### config.mk
export PLATFORM = sky130hd
export DESIGN_NAME = gpio_ports
export DESIGN_NICKNAME = d
export VERILOG_FILES = /design/src/rtl/gpio_pkg.sv /design/src/rtl/gpio_edge_detect.sv /design/src/rtl/gpio_pad_ctrl.sv /design/src/rtl/gpio_ports.sv
export VERILOG_INCLUDE_DIRS = /design/src /design/src/rtl
export SDC_FILE = /design/constraint.sdc
export NUM_CORES = 1
export LEC_CHECK = 0
export BUFFER_PORTS_ARGS = -buffer_cell sky130_fd_sc_hd__clkbuf_2
export CORE_MARGIN = 2
export CORE_UTILIZATION = 40
export CTS_CLUSTER_SIZE = 14
export DETAILED_ROUTE_END_ITERATION = 6
export GPL_TIMING_DRIVEN = 0
export MAX_ROUTING_LAYER = met4
export SYNTH_ARGS = -nofsm -noshare
export SYNTH_HDL_FRONTEND = slang
export SYNTH_SLANG_ARGS = --single-unit
### constraint.sdc
create_clock -name core_clk -period 10.8 [get_ports core_clk]
set_clock_uncertainty 0.2 [all_clocks]
set_input_delay 2.16 -clock core_clk [delete_from_list [all_inputs] [get_ports core_clk]]
set_output_delay 2.16 -clock core_clk [all_outputs]
set_load 0.02 [all_outputs]
### src/rtl/gpio_defines.svh
// Register offsets, field positions and reset values of the I/O block.
// Assumes an 8-bit register bus with a 5-bit register address.
`ifndef GPIO_DEFINES_SVH
`define GPIO_DEFINES_SVH

`define GPIO_ADDR_W          5
`define GPIO_OFS_PORT_A      5'h00
`define GPIO_OFS_PORT_B      5'h01
`define GPIO_OFS_PORT_C      5'h02
`define GPIO_OFS_FUNC_A      5'h03
`define GPIO_OFS_FUNC_B      5'h04
`define GPIO_OFS_FUNC_C      5'h05
`define GPIO_OFS_DIR_A       5'h06
`define GPIO_OFS_DIR_B       5'h07
`define GPIO_OFS_DIR_C       5'h08
`define GPIO_OFS_PULLDIS_A   5'h09
`define GPIO_OFS_PULLDIS_B   5'h0A
`define GPIO_OFS_PULLDIS_C   5'h0B
`define GPIO_OFS_PULLDOWN    5'h0C
`define GPIO_OFS_EDGE        5'h0D
`define GPIO_OFS_SUBEN       5'h0E
`define GPIO_OFS_PINEN_B     5'h0F
`define GPIO_OFS_FLAGS_A     5'h10
`define GPIO_OFS_FLAGS_B     5'h11
`define GPIO_OFS_FLAGS_C     5'h12
`define GPIO_OFS_CPU_EN      5'h13
`define GPIO_OFS_CPU_FLAG    5'h14

// Bit positions shared by the per-port control registers.
`define GPIO_BIT_PORT_A      0
`define GPIO_BIT_PORT_B      1
`define GPIO_BIT_PORT_C      2
// Bit positions in the sub-port enable register.
`define GPIO_BIT_A_LO_EN     0
`define GPIO_BIT_A_HI_EN     1
`define GPIO_BIT_C_EN        2

`define GPIO_RST_ZERO8       8'h00
`define GPIO_RST_ZERO5       5'h00
`define GPIO_RST_ZERO3       3'h0
// Port B pins 0 and 1 are the high-drive pins without pull resistors.
`define GPIO_NO_PULL_B       8'h03

`endif

### src/rtl/gpio_pkg.sv
// Types shared by the general-purpose I/O block.
// Assumes the power controller reports its mode with this enumeration.
`default_nettype none
package gpio_pkg;
  typedef enum logic [1:0] {PWR_ACTIVE, PWR_IDLE, PWR_DEEP2, PWR_DEEP3} power_mode_t;
  typedef logic [7:0] byte_t;
endpackage
`default_nettype wire

### src/rtl/gpio_edge_detect.sv
// Per-pin edge detector for one port.
// Assumes pin levels are already synchronous to core_clk.
`default_nettype none
module gpio_edge_detect
#(
  parameter int W = 8
)
(
  input  wire logic         core_clk,
  input  wire logic         rst,
  input  wire logic [W-1:0] pinLevel,
  input  wire logic [W-1:0] pinArmed,
  input  wire logic         fallingEdge,
  output logic      [W-1:0] pinEvent
);

  logic primed_q;

  // The first sample after reset is only a reference, so a high pin is no edge.
  always_ff @(posedge core_clk or posedge rst)
  begin
    if (rst)
      primed_q <= 1'b0;
    else
      primed_q <= 1'b1;
  end

  for (genvar i = 0; i < W; i++)
  begin : g_bit
    logic prev_q;
    always_ff @(posedge core_clk or posedge rst)
    begin
      if (rst)
        prev_q <= 1'b0;
      else
        prev_q <= pinLevel[i];
    end
    assign pinEvent[i] = primed_q & pinArmed[i] &
                         (fallingEdge ? (prev_q & ~pinLevel[i]) : (~prev_q & pinLevel[i]));
  end

endmodule
`default_nettype wire

### src/rtl/gpio_pad_ctrl.sv
// Registered pad drive, enable and pull control for one port.
// Assumes the pad cell pulls when asked and drives when its enable is low.
`default_nettype none
module gpio_pad_ctrl
#(
  parameter int         W       = 8,
  parameter logic [W-1:0] NO_PULL = '0
)
(
  input  wire logic         core_clk,
  input  wire logic         rst,
  input  wire logic         hold,
  input  wire logic [W-1:0] funcSel,
  input  wire logic [W-1:0] dirSel,
  input  wire logic [W-1:0] outLatch,
  input  wire logic [W-1:0] periphOut,
  input  wire logic [W-1:0] periphOe,
  input  wire logic [W-1:0] pullDis,
  input  wire logic         pullDownSel,
  output logic      [W-1:0] padOut,
  output logic      [W-1:0] padOeN,
  output logic      [W-1:0] padPullUp,
  output logic      [W-1:0] padPullDown
);

  for (genvar i = 0; i < W; i++)
  begin : g_pin
    logic drive;
    logic pulled;
    assign drive  = funcSel[i] ? periphOe[i] : dirSel[i];
    assign pulled = ~drive & ~pullDis[i] & ~NO_PULL[i];

    always_ff @(posedge core_clk or posedge rst)
    begin
      if (rst)
      begin
        padOut[i]      <= 1'b0;
        padOeN[i]      <= 1'b1;
        padPullUp[i]   <= ~NO_PULL[i];
        padPullDown[i] <= 1'b0;
      end
      else if (!hold)
      begin
        padOut[i]      <= funcSel[i] ? periphOut[i] : outLatch[i];
        padOeN[i]      <= ~drive;
        padPullUp[i]   <= pulled & ~pullDownSel;
        padPullDown[i] <= pulled & pullDownSel;
      end
    end
  end

endmodule
`default_nettype wire

### src/rtl/gpio_ports.sv
// Three I/O ports with per-pin edge flags and port-level interrupt requests.
// Assumes a single-cycle register bus, synchronous pad inputs and an external power controller.
`include "gpio_defines.svh"
`default_nettype none

// How it works
// - Port A and B are eight pins wide, port C five; each readable per bit or byte.
// - Reading a port register returns the pin levels, whatever the pin configuration.
// - A read flagged as read-modify-write returns the output latch instead of pins.
// - Function select bit picks general-purpose or peripheral use per pin.
// - After reset every pin is a general-purpose input.
// - After reset inputs have pull-up enabled, except port B pins zero and one.
// - Direction bit can change anytime; one makes an output, zero an input.
// - Inputs pull up, pull down or float; pull disable bit one floats it.
// - Port B pins zero and one never get any pull.
// - In the two deepest power modes pads hold their drive, function and value.
// - General-purpose inputs detect a rising or falling edge, selectable per port.
// - An enabled pin edge raises a wake request when its port's CPU-level enable is set.
// - Each port has one CPU-level interrupt enable common to its pins.
// - Each port B pin also has its own enable.
// - Port A has separate enables for its low and high nibble.
// - Port C pins share one enable.
// - A detected edge sets that pin's status flag.
// - The status flag sets even when the pin's enable is off.
// - Writing zero to a status flag clears it.
module gpio_ports
  import gpio_pkg::*;
(
  input  wire logic                    core_clk,
  input  wire logic                    rst,
  input  wire logic [`GPIO_ADDR_W-1:0] busAddr,
  input  wire logic [7:0]              busWdata,
  input  wire logic                    busWr,
  input  wire logic                    busRd,
  input  wire logic                    busRmw,
  output logic      [7:0]              busRdata,
  input  wire power_mode_t             powerMode,
  input  wire logic [7:0]              padAIn,
  input  wire logic [7:0]              padBIn,
  input  wire logic [4:0]              padCIn,
  output logic      [7:0]              padAOut,
  output logic      [7:0]              padAOeN,
  output logic      [7:0]              padAPullUp,
  output logic      [7:0]              padAPullDown,
  output logic      [7:0]              padBOut,
  output logic      [7:0]              padBOeN,
  output logic      [7:0]              padBPullUp,
  output logic      [7:0]              padBPullDown,
  output logic      [4:0]              padCOut,
  output logic      [4:0]              padCOeN,
  output logic      [4:0]              padCPullUp,
  output logic      [4:0]              padCPullDown,
  input  wire logic [7:0]              periphAOut,
  input  wire logic [7:0]              periphAOe,
  input  wire logic [7:0]              periphBOut,
  input  wire logic [7:0]              periphBOe,
  input  wire logic [4:0]              periphCOut,
  input  wire logic [4:0]              periphCOe,
  output logic      [7:0]              periphAIn,
  output logic      [7:0]              periphBIn,
  output logic      [4:0]              periphCIn,
  output logic                         irqPortA,
  output logic                         irqPortB,
  output logic                         irqPortC,
  output logic                         wakeReq
);

  byte_t      portAOut_q;
  byte_t      portBOut_q;
  logic [4:0] portCOut_q;
  byte_t      funcSelA_q;
  byte_t      funcSelB_q;
  logic [4:0] funcSelC_q;
  byte_t      dirSelA_q;
  byte_t      dirSelB_q;
  logic [4:0] dirSelC_q;
  byte_t      pullDisA_q;
  byte_t      pullDisB_q;
  logic [4:0] pullDisC_q;
  logic [2:0] pullDownSel_q;
  logic [2:0] fallingEdge_q;
  logic [2:0] subEnable_q;
  byte_t      portBPinEnable_q;
  byte_t      portAPinFlags_q;
  byte_t      portBPinFlags_q;
  logic [4:0] portCPinFlags_q;
  logic [2:0] cpuIrqEnable_q;
  logic [2:0] cpuPortIrqFlag_q;
  byte_t      rdata_d;
  byte_t      eventA;
  byte_t      eventB;
  logic [4:0] eventC;
  byte_t      enableA;
  logic [4:0] enableC;
  logic [2:0] portHit;
  logic       deepSleep;

  function automatic logic wrAt(input logic [`GPIO_ADDR_W-1:0] ofs);
    wrAt = busWr && (busAddr == ofs);
  endfunction

  assign deepSleep = (powerMode == PWR_DEEP2) || (powerMode == PWR_DEEP3);
  assign enableA   = {{4{subEnable_q[`GPIO_BIT_A_HI_EN]}}, {4{subEnable_q[`GPIO_BIT_A_LO_EN]}}};
  assign enableC   = {5{subEnable_q[`GPIO_BIT_C_EN]}};

  // Output latches, writable as whole bytes; bit updates come as read-modify-write.
  always_ff @(posedge core_clk or posedge rst)
  begin
    if (rst)
    begin
      portAOut_q <= `GPIO_RST_ZERO8;
      portBOut_q <= `GPIO_RST_ZERO8;
      portCOut_q <= `GPIO_RST_ZERO5;
    end
    else
    begin
      if (wrAt(`GPIO_OFS_PORT_A))
        portAOut_q <= busWdata;
      if (wrAt(`GPIO_OFS_PORT_B))
        portBOut_q <= busWdata;
      if (wrAt(`GPIO_OFS_PORT_C))
        portCOut_q <= busWdata[4:0];
    end
  end

  // Pad configuration; deep-sleep writes are stored, pads stay frozen.
  always_ff @(posedge core_clk or posedge rst)
  begin
    if (rst)
    begin
      funcSelA_q    <= `GPIO_RST_ZERO8;
      funcSelB_q    <= `GPIO_RST_ZERO8;
      funcSelC_q    <= `GPIO_RST_ZERO5;
      dirSelA_q     <= `GPIO_RST_ZERO8;
      dirSelB_q     <= `GPIO_RST_ZERO8;
      dirSelC_q     <= `GPIO_RST_ZERO5;
      pullDisA_q    <= `GPIO_RST_ZERO8;
      pullDisB_q    <= `GPIO_RST_ZERO8;
      pullDisC_q    <= `GPIO_RST_ZERO5;
      pullDownSel_q <= `GPIO_RST_ZERO3;
    end
    else
    begin
      if (wrAt(`GPIO_OFS_FUNC_A))
        funcSelA_q <= busWdata;
      if (wrAt(`GPIO_OFS_FUNC_B))
        funcSelB_q <= busWdata;
      if (wrAt(`GPIO_OFS_FUNC_C))
        funcSelC_q <= busWdata[4:0];
      if (wrAt(`GPIO_OFS_DIR_A))
        dirSelA_q <= busWdata;
      if (wrAt(`GPIO_OFS_DIR_B))
        dirSelB_q <= busWdata;
      if (wrAt(`GPIO_OFS_DIR_C))
        dirSelC_q <= busWdata[4:0];
      if (wrAt(`GPIO_OFS_PULLDIS_A))
        pullDisA_q <= busWdata;
      if (wrAt(`GPIO_OFS_PULLDIS_B))
        pullDisB_q <= busWdata;
      if (wrAt(`GPIO_OFS_PULLDIS_C))
        pullDisC_q <= busWdata[4:0];
      if (wrAt(`GPIO_OFS_PULLDOWN))
        pullDownSel_q <= busWdata[2:0];
    end
  end

  // Interrupt configuration.
  always_ff @(posedge core_clk or posedge rst)
  begin
    if (rst)
    begin
      fallingEdge_q    <= `GPIO_RST_ZERO3;
      subEnable_q      <= `GPIO_RST_ZERO3;
      portBPinEnable_q <= `GPIO_RST_ZERO8;
      cpuIrqEnable_q   <= `GPIO_RST_ZERO3;
    end
    else
    begin
      if (wrAt(`GPIO_OFS_EDGE))
        fallingEdge_q <= busWdata[2:0];
      if (wrAt(`GPIO_OFS_SUBEN))
        subEnable_q <= busWdata[2:0];
      if (wrAt(`GPIO_OFS_PINEN_B))
        portBPinEnable_q <= busWdata;
      if (wrAt(`GPIO_OFS_CPU_EN))
        cpuIrqEnable_q <= busWdata[2:0];
    end
  end

  // Only general-purpose inputs are armed for edge detection.
  gpio_edge_detect #(.W(8)) u_edgeA
  (
    .core_clk    (core_clk),
    .rst         (rst),
    .pinLevel    (padAIn),
    .pinArmed    (~funcSelA_q & ~dirSelA_q),
    .fallingEdge (fallingEdge_q[`GPIO_BIT_PORT_A]),
    .pinEvent    (eventA)
  );

  gpio_edge_detect #(.W(8)) u_edgeB
  (
    .core_clk    (core_clk),
    .rst         (rst),
    .pinLevel    (padBIn),
    .pinArmed    (~funcSelB_q & ~dirSelB_q),
    .fallingEdge (fallingEdge_q[`GPIO_BIT_PORT_B]),
    .pinEvent    (eventB)
  );

  gpio_edge_detect #(.W(5)) u_edgeC
  (
    .core_clk    (core_clk),
    .rst         (rst),
    .pinLevel    (padCIn),
    .pinArmed    (~funcSelC_q & ~dirSelC_q),
    .fallingEdge (fallingEdge_q[`GPIO_BIT_PORT_C]),
    .pinEvent    (eventC)
  );

  // A new edge wins over a clearing write, so no event is lost.
  always_ff @(posedge core_clk or posedge rst)
  begin
    if (rst)
    begin
      portAPinFlags_q <= `GPIO_RST_ZERO8;
      portBPinFlags_q <= `GPIO_RST_ZERO8;
      portCPinFlags_q <= `GPIO_RST_ZERO5;
    end
    else
    begin
      portAPinFlags_q <= (portAPinFlags_q & (wrAt(`GPIO_OFS_FLAGS_A) ? busWdata : 8'hFF)) | eventA;
      portBPinFlags_q <= (portBPinFlags_q & (wrAt(`GPIO_OFS_FLAGS_B) ? busWdata : 8'hFF)) | eventB;
      portCPinFlags_q <= (portCPinFlags_q & (wrAt(`GPIO_OFS_FLAGS_C) ? busWdata[4:0] : 5'h1F)) | eventC;
    end
  end

  assign portHit[`GPIO_BIT_PORT_A] = |(eventA & enableA);
  assign portHit[`GPIO_BIT_PORT_B] = |(eventB & portBPinEnable_q);
  assign portHit[`GPIO_BIT_PORT_C] = |(eventC & enableC);

  // Software clears the CPU port flag after the pin flags.
  always_ff @(posedge core_clk or posedge rst)
  begin
    if (rst)
      cpuPortIrqFlag_q <= `GPIO_RST_ZERO3;
    else
      cpuPortIrqFlag_q <= (cpuPortIrqFlag_q & (wrAt(`GPIO_OFS_CPU_FLAG) ? busWdata[2:0] : 3'h7)) | portHit;
  end

  always_ff @(posedge core_clk or posedge rst)
  begin
    if (rst)
    begin
      irqPortA <= 1'b0;
      irqPortB <= 1'b0;
      irqPortC <= 1'b0;
      wakeReq  <= 1'b0;
    end
    else
    begin
      irqPortA <= cpuPortIrqFlag_q[`GPIO_BIT_PORT_A] & cpuIrqEnable_q[`GPIO_BIT_PORT_A];
      irqPortB <= cpuPortIrqFlag_q[`GPIO_BIT_PORT_B] & cpuIrqEnable_q[`GPIO_BIT_PORT_B];
      irqPortC <= cpuPortIrqFlag_q[`GPIO_BIT_PORT_C] & cpuIrqEnable_q[`GPIO_BIT_PORT_C];
      wakeReq  <= |(portHit & cpuIrqEnable_q);
    end
  end

  gpio_pad_ctrl #(.W(8), .NO_PULL(8'h00)) u_padA
  (
    .core_clk    (core_clk),
    .rst         (rst),
    .hold        (deepSleep),
    .funcSel     (funcSelA_q),
    .dirSel      (dirSelA_q),
    .outLatch    (portAOut_q),
    .periphOut   (periphAOut),
    .periphOe    (periphAOe),
    .pullDis     (pullDisA_q),
    .pullDownSel (pullDownSel_q[`GPIO_BIT_PORT_A]),
    .padOut      (padAOut),
    .padOeN      (padAOeN),
    .padPullUp   (padAPullUp),
    .padPullDown (padAPullDown)
  );

  gpio_pad_ctrl #(.W(8), .NO_PULL(`GPIO_NO_PULL_B)) u_padB
  (
    .core_clk    (core_clk),
    .rst         (rst),
    .hold        (deepSleep),
    .funcSel     (funcSelB_q),
    .dirSel      (dirSelB_q),
    .outLatch    (portBOut_q),
    .periphOut   (periphBOut),
    .periphOe    (periphBOe),
    .pullDis     (pullDisB_q),
    .pullDownSel (pullDownSel_q[`GPIO_BIT_PORT_B]),
    .padOut      (padBOut),
    .padOeN      (padBOeN),
    .padPullUp   (padBPullUp),
    .padPullDown (padBPullDown)
  );

  gpio_pad_ctrl #(.W(5), .NO_PULL(5'h00)) u_padC
  (
    .core_clk    (core_clk),
    .rst         (rst),
    .hold        (deepSleep),
    .funcSel     (funcSelC_q),
    .dirSel      (dirSelC_q),
    .outLatch    (portCOut_q),
    .periphOut   (periphCOut),
    .periphOe    (periphCOe),
    .pullDis     (pullDisC_q),
    .pullDownSel (pullDownSel_q[`GPIO_BIT_PORT_C]),
    .padOut      (padCOut),
    .padOeN      (padCOeN),
    .padPullUp   (padCPullUp),
    .padPullDown (padCPullDown)
  );

  // Peripherals see the pin levels one cycle late, which keeps every output registered.
  always_ff @(posedge core_clk or posedge rst)
  begin
    if (rst)
    begin
      periphAIn <= `GPIO_RST_ZERO8;
      periphBIn <= `GPIO_RST_ZERO8;
      periphCIn <= `GPIO_RST_ZERO5;
    end
    else
    begin
      periphAIn <= padAIn;
      periphBIn <= padBIn;
      periphCIn <= padCIn;
    end
  end

  always_comb
  begin
    rdata_d = `GPIO_RST_ZERO8;
    case (busAddr)
      `GPIO_OFS_PORT_A:    rdata_d = busRmw ? portAOut_q : padAIn;
      `GPIO_OFS_PORT_B:    rdata_d = busRmw ? portBOut_q : padBIn;
      `GPIO_OFS_PORT_C:    rdata_d = {3'h0, busRmw ? portCOut_q : padCIn};
      `GPIO_OFS_FUNC_A:    rdata_d = funcSelA_q;
      `GPIO_OFS_FUNC_B:    rdata_d = funcSelB_q;
      `GPIO_OFS_FUNC_C:    rdata_d = {3'h0, funcSelC_q};
      `GPIO_OFS_DIR_A:     rdata_d = dirSelA_q;
      `GPIO_OFS_DIR_B:     rdata_d = dirSelB_q;
      `GPIO_OFS_DIR_C:     rdata_d = {3'h0, dirSelC_q};
      `GPIO_OFS_PULLDIS_A: rdata_d = pullDisA_q;
      `GPIO_OFS_PULLDIS_B: rdata_d = pullDisB_q;
      `GPIO_OFS_PULLDIS_C: rdata_d = {3'h0, pullDisC_q};
      `GPIO_OFS_PULLDOWN:  rdata_d = {5'h00, pullDownSel_q};
      `GPIO_OFS_EDGE:      rdata_d = {5'h00, fallingEdge_q};
      `GPIO_OFS_SUBEN:     rdata_d = {5'h00, subEnable_q};
      `GPIO_OFS_PINEN_B:   rdata_d = portBPinEnable_q;
      `GPIO_OFS_FLAGS_A:   rdata_d = portAPinFlags_q;
      `GPIO_OFS_FLAGS_B:   rdata_d = portBPinFlags_q;
      `GPIO_OFS_FLAGS_C:   rdata_d = {3'h0, portCPinFlags_q};
      `GPIO_OFS_CPU_EN:    rdata_d = {5'h00, cpuIrqEnable_q};
      `GPIO_OFS_CPU_FLAG:  rdata_d = {5'h00, cpuPortIrqFlag_q};
      default:             rdata_d = `GPIO_RST_ZERO8;
    endcase
  end

  // Read data stand one cycle after the strobe, zero otherwise.
  always_ff @(posedge core_clk or posedge rst)
  begin
    if (rst)
      busRdata <= `GPIO_RST_ZERO8;
    else
      busRdata <= busRd ? rdata_d : `GPIO_RST_ZERO8;
  end

endmodule
`default_nettype wire

==> impl_metrics.csv <==
group,metric,value,unit
power_and_ir_drop,powerDensity,199,nW/µm²
sta,fin_crit_sh,37.3,%
yosys,ys_seq_area_share,54.0,%
global_routing,grt.overflow.total,0,
drt,ant_nets,0,
job,maxCapViolCount,0,
sta,finalSetupViolCount,0,
global_routing,grt_pass1_wl,57800,µm
yosys,synth_edf_count,0,
cts,cts_hold_buffers,0,
drt,routedWlPerCell,25.1,µm
place,dp_slack,6310,ps
die,fp.dieH,172,µm
cts,cts_max_path_buffers,3,
hold_path,hold_path_depth,2,
die,io_pins,200,
global_routing,grt_max_degree,126,
cts,clock_sinks,242,
cts,cts-root-buf,"clkbuf_16",
yosys,yosys.area.top_type,"dfrtp_1",
drt,via_per_inst,5.65,
yosys,synthArstFlopShare,100,%
setup_path,cp.required,10940,ps
die,die_x,172,µm
power_and_ir_drop,leakage,0.00623,µW
cts,cts_buffers,26,
place,dp_hpwl,29600,µm
yosys,syn_area_per_cell,11.8,µm²
drt,drc,0,
yosys,synth_flop_cell,"dfrtp_1",
yosys,yosysWarnings,0,
sta,worstMarginPinSlew,963,ps
sta,relSlewSlack,35.8,%
cells_and_area,post-route-cell-area,13600,µm²
global_routing,track_usage,27.6,%
die,die-area,29600,µm²
global_routing,first_global_vias,8669,
sta,fmax,248,MHz
cts,cts_max_level,1,
cts,post-cts-setup-buffers,0,
place,io_buffers,191,
setup_path,critical_path.startpoint_type,"input port",
yosys,yosys-top-cells-area,"dfrtp_1 45%, mux2_2 9.7%, dfstp_2 9.3%",
cts,clkLatencyLatePin,530,ps
cts,cts_tree,"done",
sta,finalHoldViolCount,0,
cts,clk_pin_slew_worst_paths,60,ps
cells_and_area,final_cells,1584,
setup_path,criticalPathCategory,"in2reg",
sta,setup_ws,6770,ps
power_and_ir_drop,irDropWorstVdd,0.113,mV
setup_path,ff2ff_path_depth,6,
cells_and_area,layout-drive-gt1-share,36.0,%
drt,wirelength,39700,µm
cells_and_area,area_growth,20.5,%
drt,drt-initial-drc-count,842,
setup_path,critPathCaptureType,"flip-flop",
drt,dr_total_vias,8949,
place,dpl_cell_area,12800,µm²
run_status,status,"completed",
die,num_rows,61,
cts,cts_resized,0,
yosys,synth.cell_area,11300,µm²
sta,rsz0062_at_grt,"false",
cells_and_area,fin_nets,1268,
yosys,yosysTopAreaCellShare,44.7,%
setup_path,crit_arrival,4170,ps
yosys,synth_most_common_cell,"dfrtp_1",
place,dp.cells,1535,
sta,maxSlewViolCount,0,
die,initial_core_util,40.7,%
sta,min_period,4030,ps
setup_path,critPathMaxFanout,4,
yosys,ys_types,60,
die,core,27800,µm²
drt,drt_first_pass_iters,5,
hold_path,hold_class,"reg2reg",
place,place.gp.congestion,0.957,
yosys,yosys-top-cells-count,"202 x dfrtp_1, 97 x mux2_2, 75 x nand2_1",
global_routing,antenna_found_initial,1,
yosys,synthCells,962,
yosys,ys_ff_latch,242,
[path summary, 6_finish.rpt]
check / from / to / slack, ps
min: u_padB.padOeN[6] / u_padB.padOeN[6] / 280
min reg2reg: u_padB.padOeN[6] / u_padB.padOeN[6] / 280
min in group asynchronous: rst / u_padC.padPullDown[4] / 1590
max in group asynchronous: rst / periphAIn[7] / 7640
max reg2reg: fallingEdge_q[1] / wakeReq / 7810
max: padBIn[7] / wakeReq / 6770
[power breakdown]
group	internal (µW)	switching [µW]	total, µW
logic	235	332	567
registers	1090	168	1260
clock network	516	364	880
total	1840	865	2710
[through the flow]
step / power, µW / utilization, % / TNS [ps] / hold slack, ps
after floorplan: 1590 / - / 0 / 270
after global placement: 1830 / 45.9 / -195370 / 268
after detailed placement: 1840 / 46.0 / 0 / 270
after CTS: 2720 / 49.0 / 0 / 278
after global routing: 2820 / 49.1 / 0 / 292
final: 2710 / 49.1 / 0 / 276
[layout make-up]
cell class / instances / area, µm²
Antenna cell: 2 / 5.00
Buffer: 80 / 455
Clock buffer: 41 / 778
Clock inverter: 6 / 57.6
Fill cell: 2626 / 14200
Inverter: 6 / 30.0
Multi-Input combinational cell: 637 / 4740
Sequential cell: 242 / 6110
Tap cell: 378 / 473
Timing Repair Buffer: 192 / 983
[cells in the final DEF (no fill, tap or decap), types with 6 or more instances in the layout]
master	instances
nor3b_1	19
nand3_1	24
nor2_1	55
o2111ai_1	6
mux2_2	97
nand2_1	75
o21ai_0	74
o211ai_1	12
dfrtp_1	202
clkbuf_16	27
mux2i_1	40
buf_2	16
clkbuf_2	191
dfstp_2	40
o41ai_1	7
a22o_1	47
a31oi_1	8
and3b_1	18
nand3b_1	6
and2_1	12
a22oi_1	7
a21oi_1	9
buf_4	30
nor2b_1	6
clkbuf_1	35
mux2_1	32
[routing by layer]
| metal | wire (µm) | GRT usage, % | vias to the layer above | part of all wire, % |
|---|---|---|---|---|
| li1 | - | - | 3975 | - |
| met1 | 18800 | 40.5 | 4549 | 47 |
| met2 | 17300 | 40.8 | 377 | 44 |
| met3 | 2560 | 3.11 | 48 | 6.4 |
| met4 | 1060 | 7.38 | 0 | 2.7 |
| met5 | 0 | - | - | 0 |
[kinds of logic after synthesis]
group | synth area share (%)
multiplexers | 16.4
AND/OR/NAND/NOR | 12.2
flip-flops | 54.0
other | 0.0664
AO/OA/AOI/OAI | 13.2
buffers and inverters | 4.22
[worst max-delay path, stage by stage]
cell	delay [ps]
clkbuf_2	110
and3b_1	200
o2111ai_1	280
nand4_1	220
o41ai_1	880
o221ai_1	310
(Power assumes the default switching activity.)
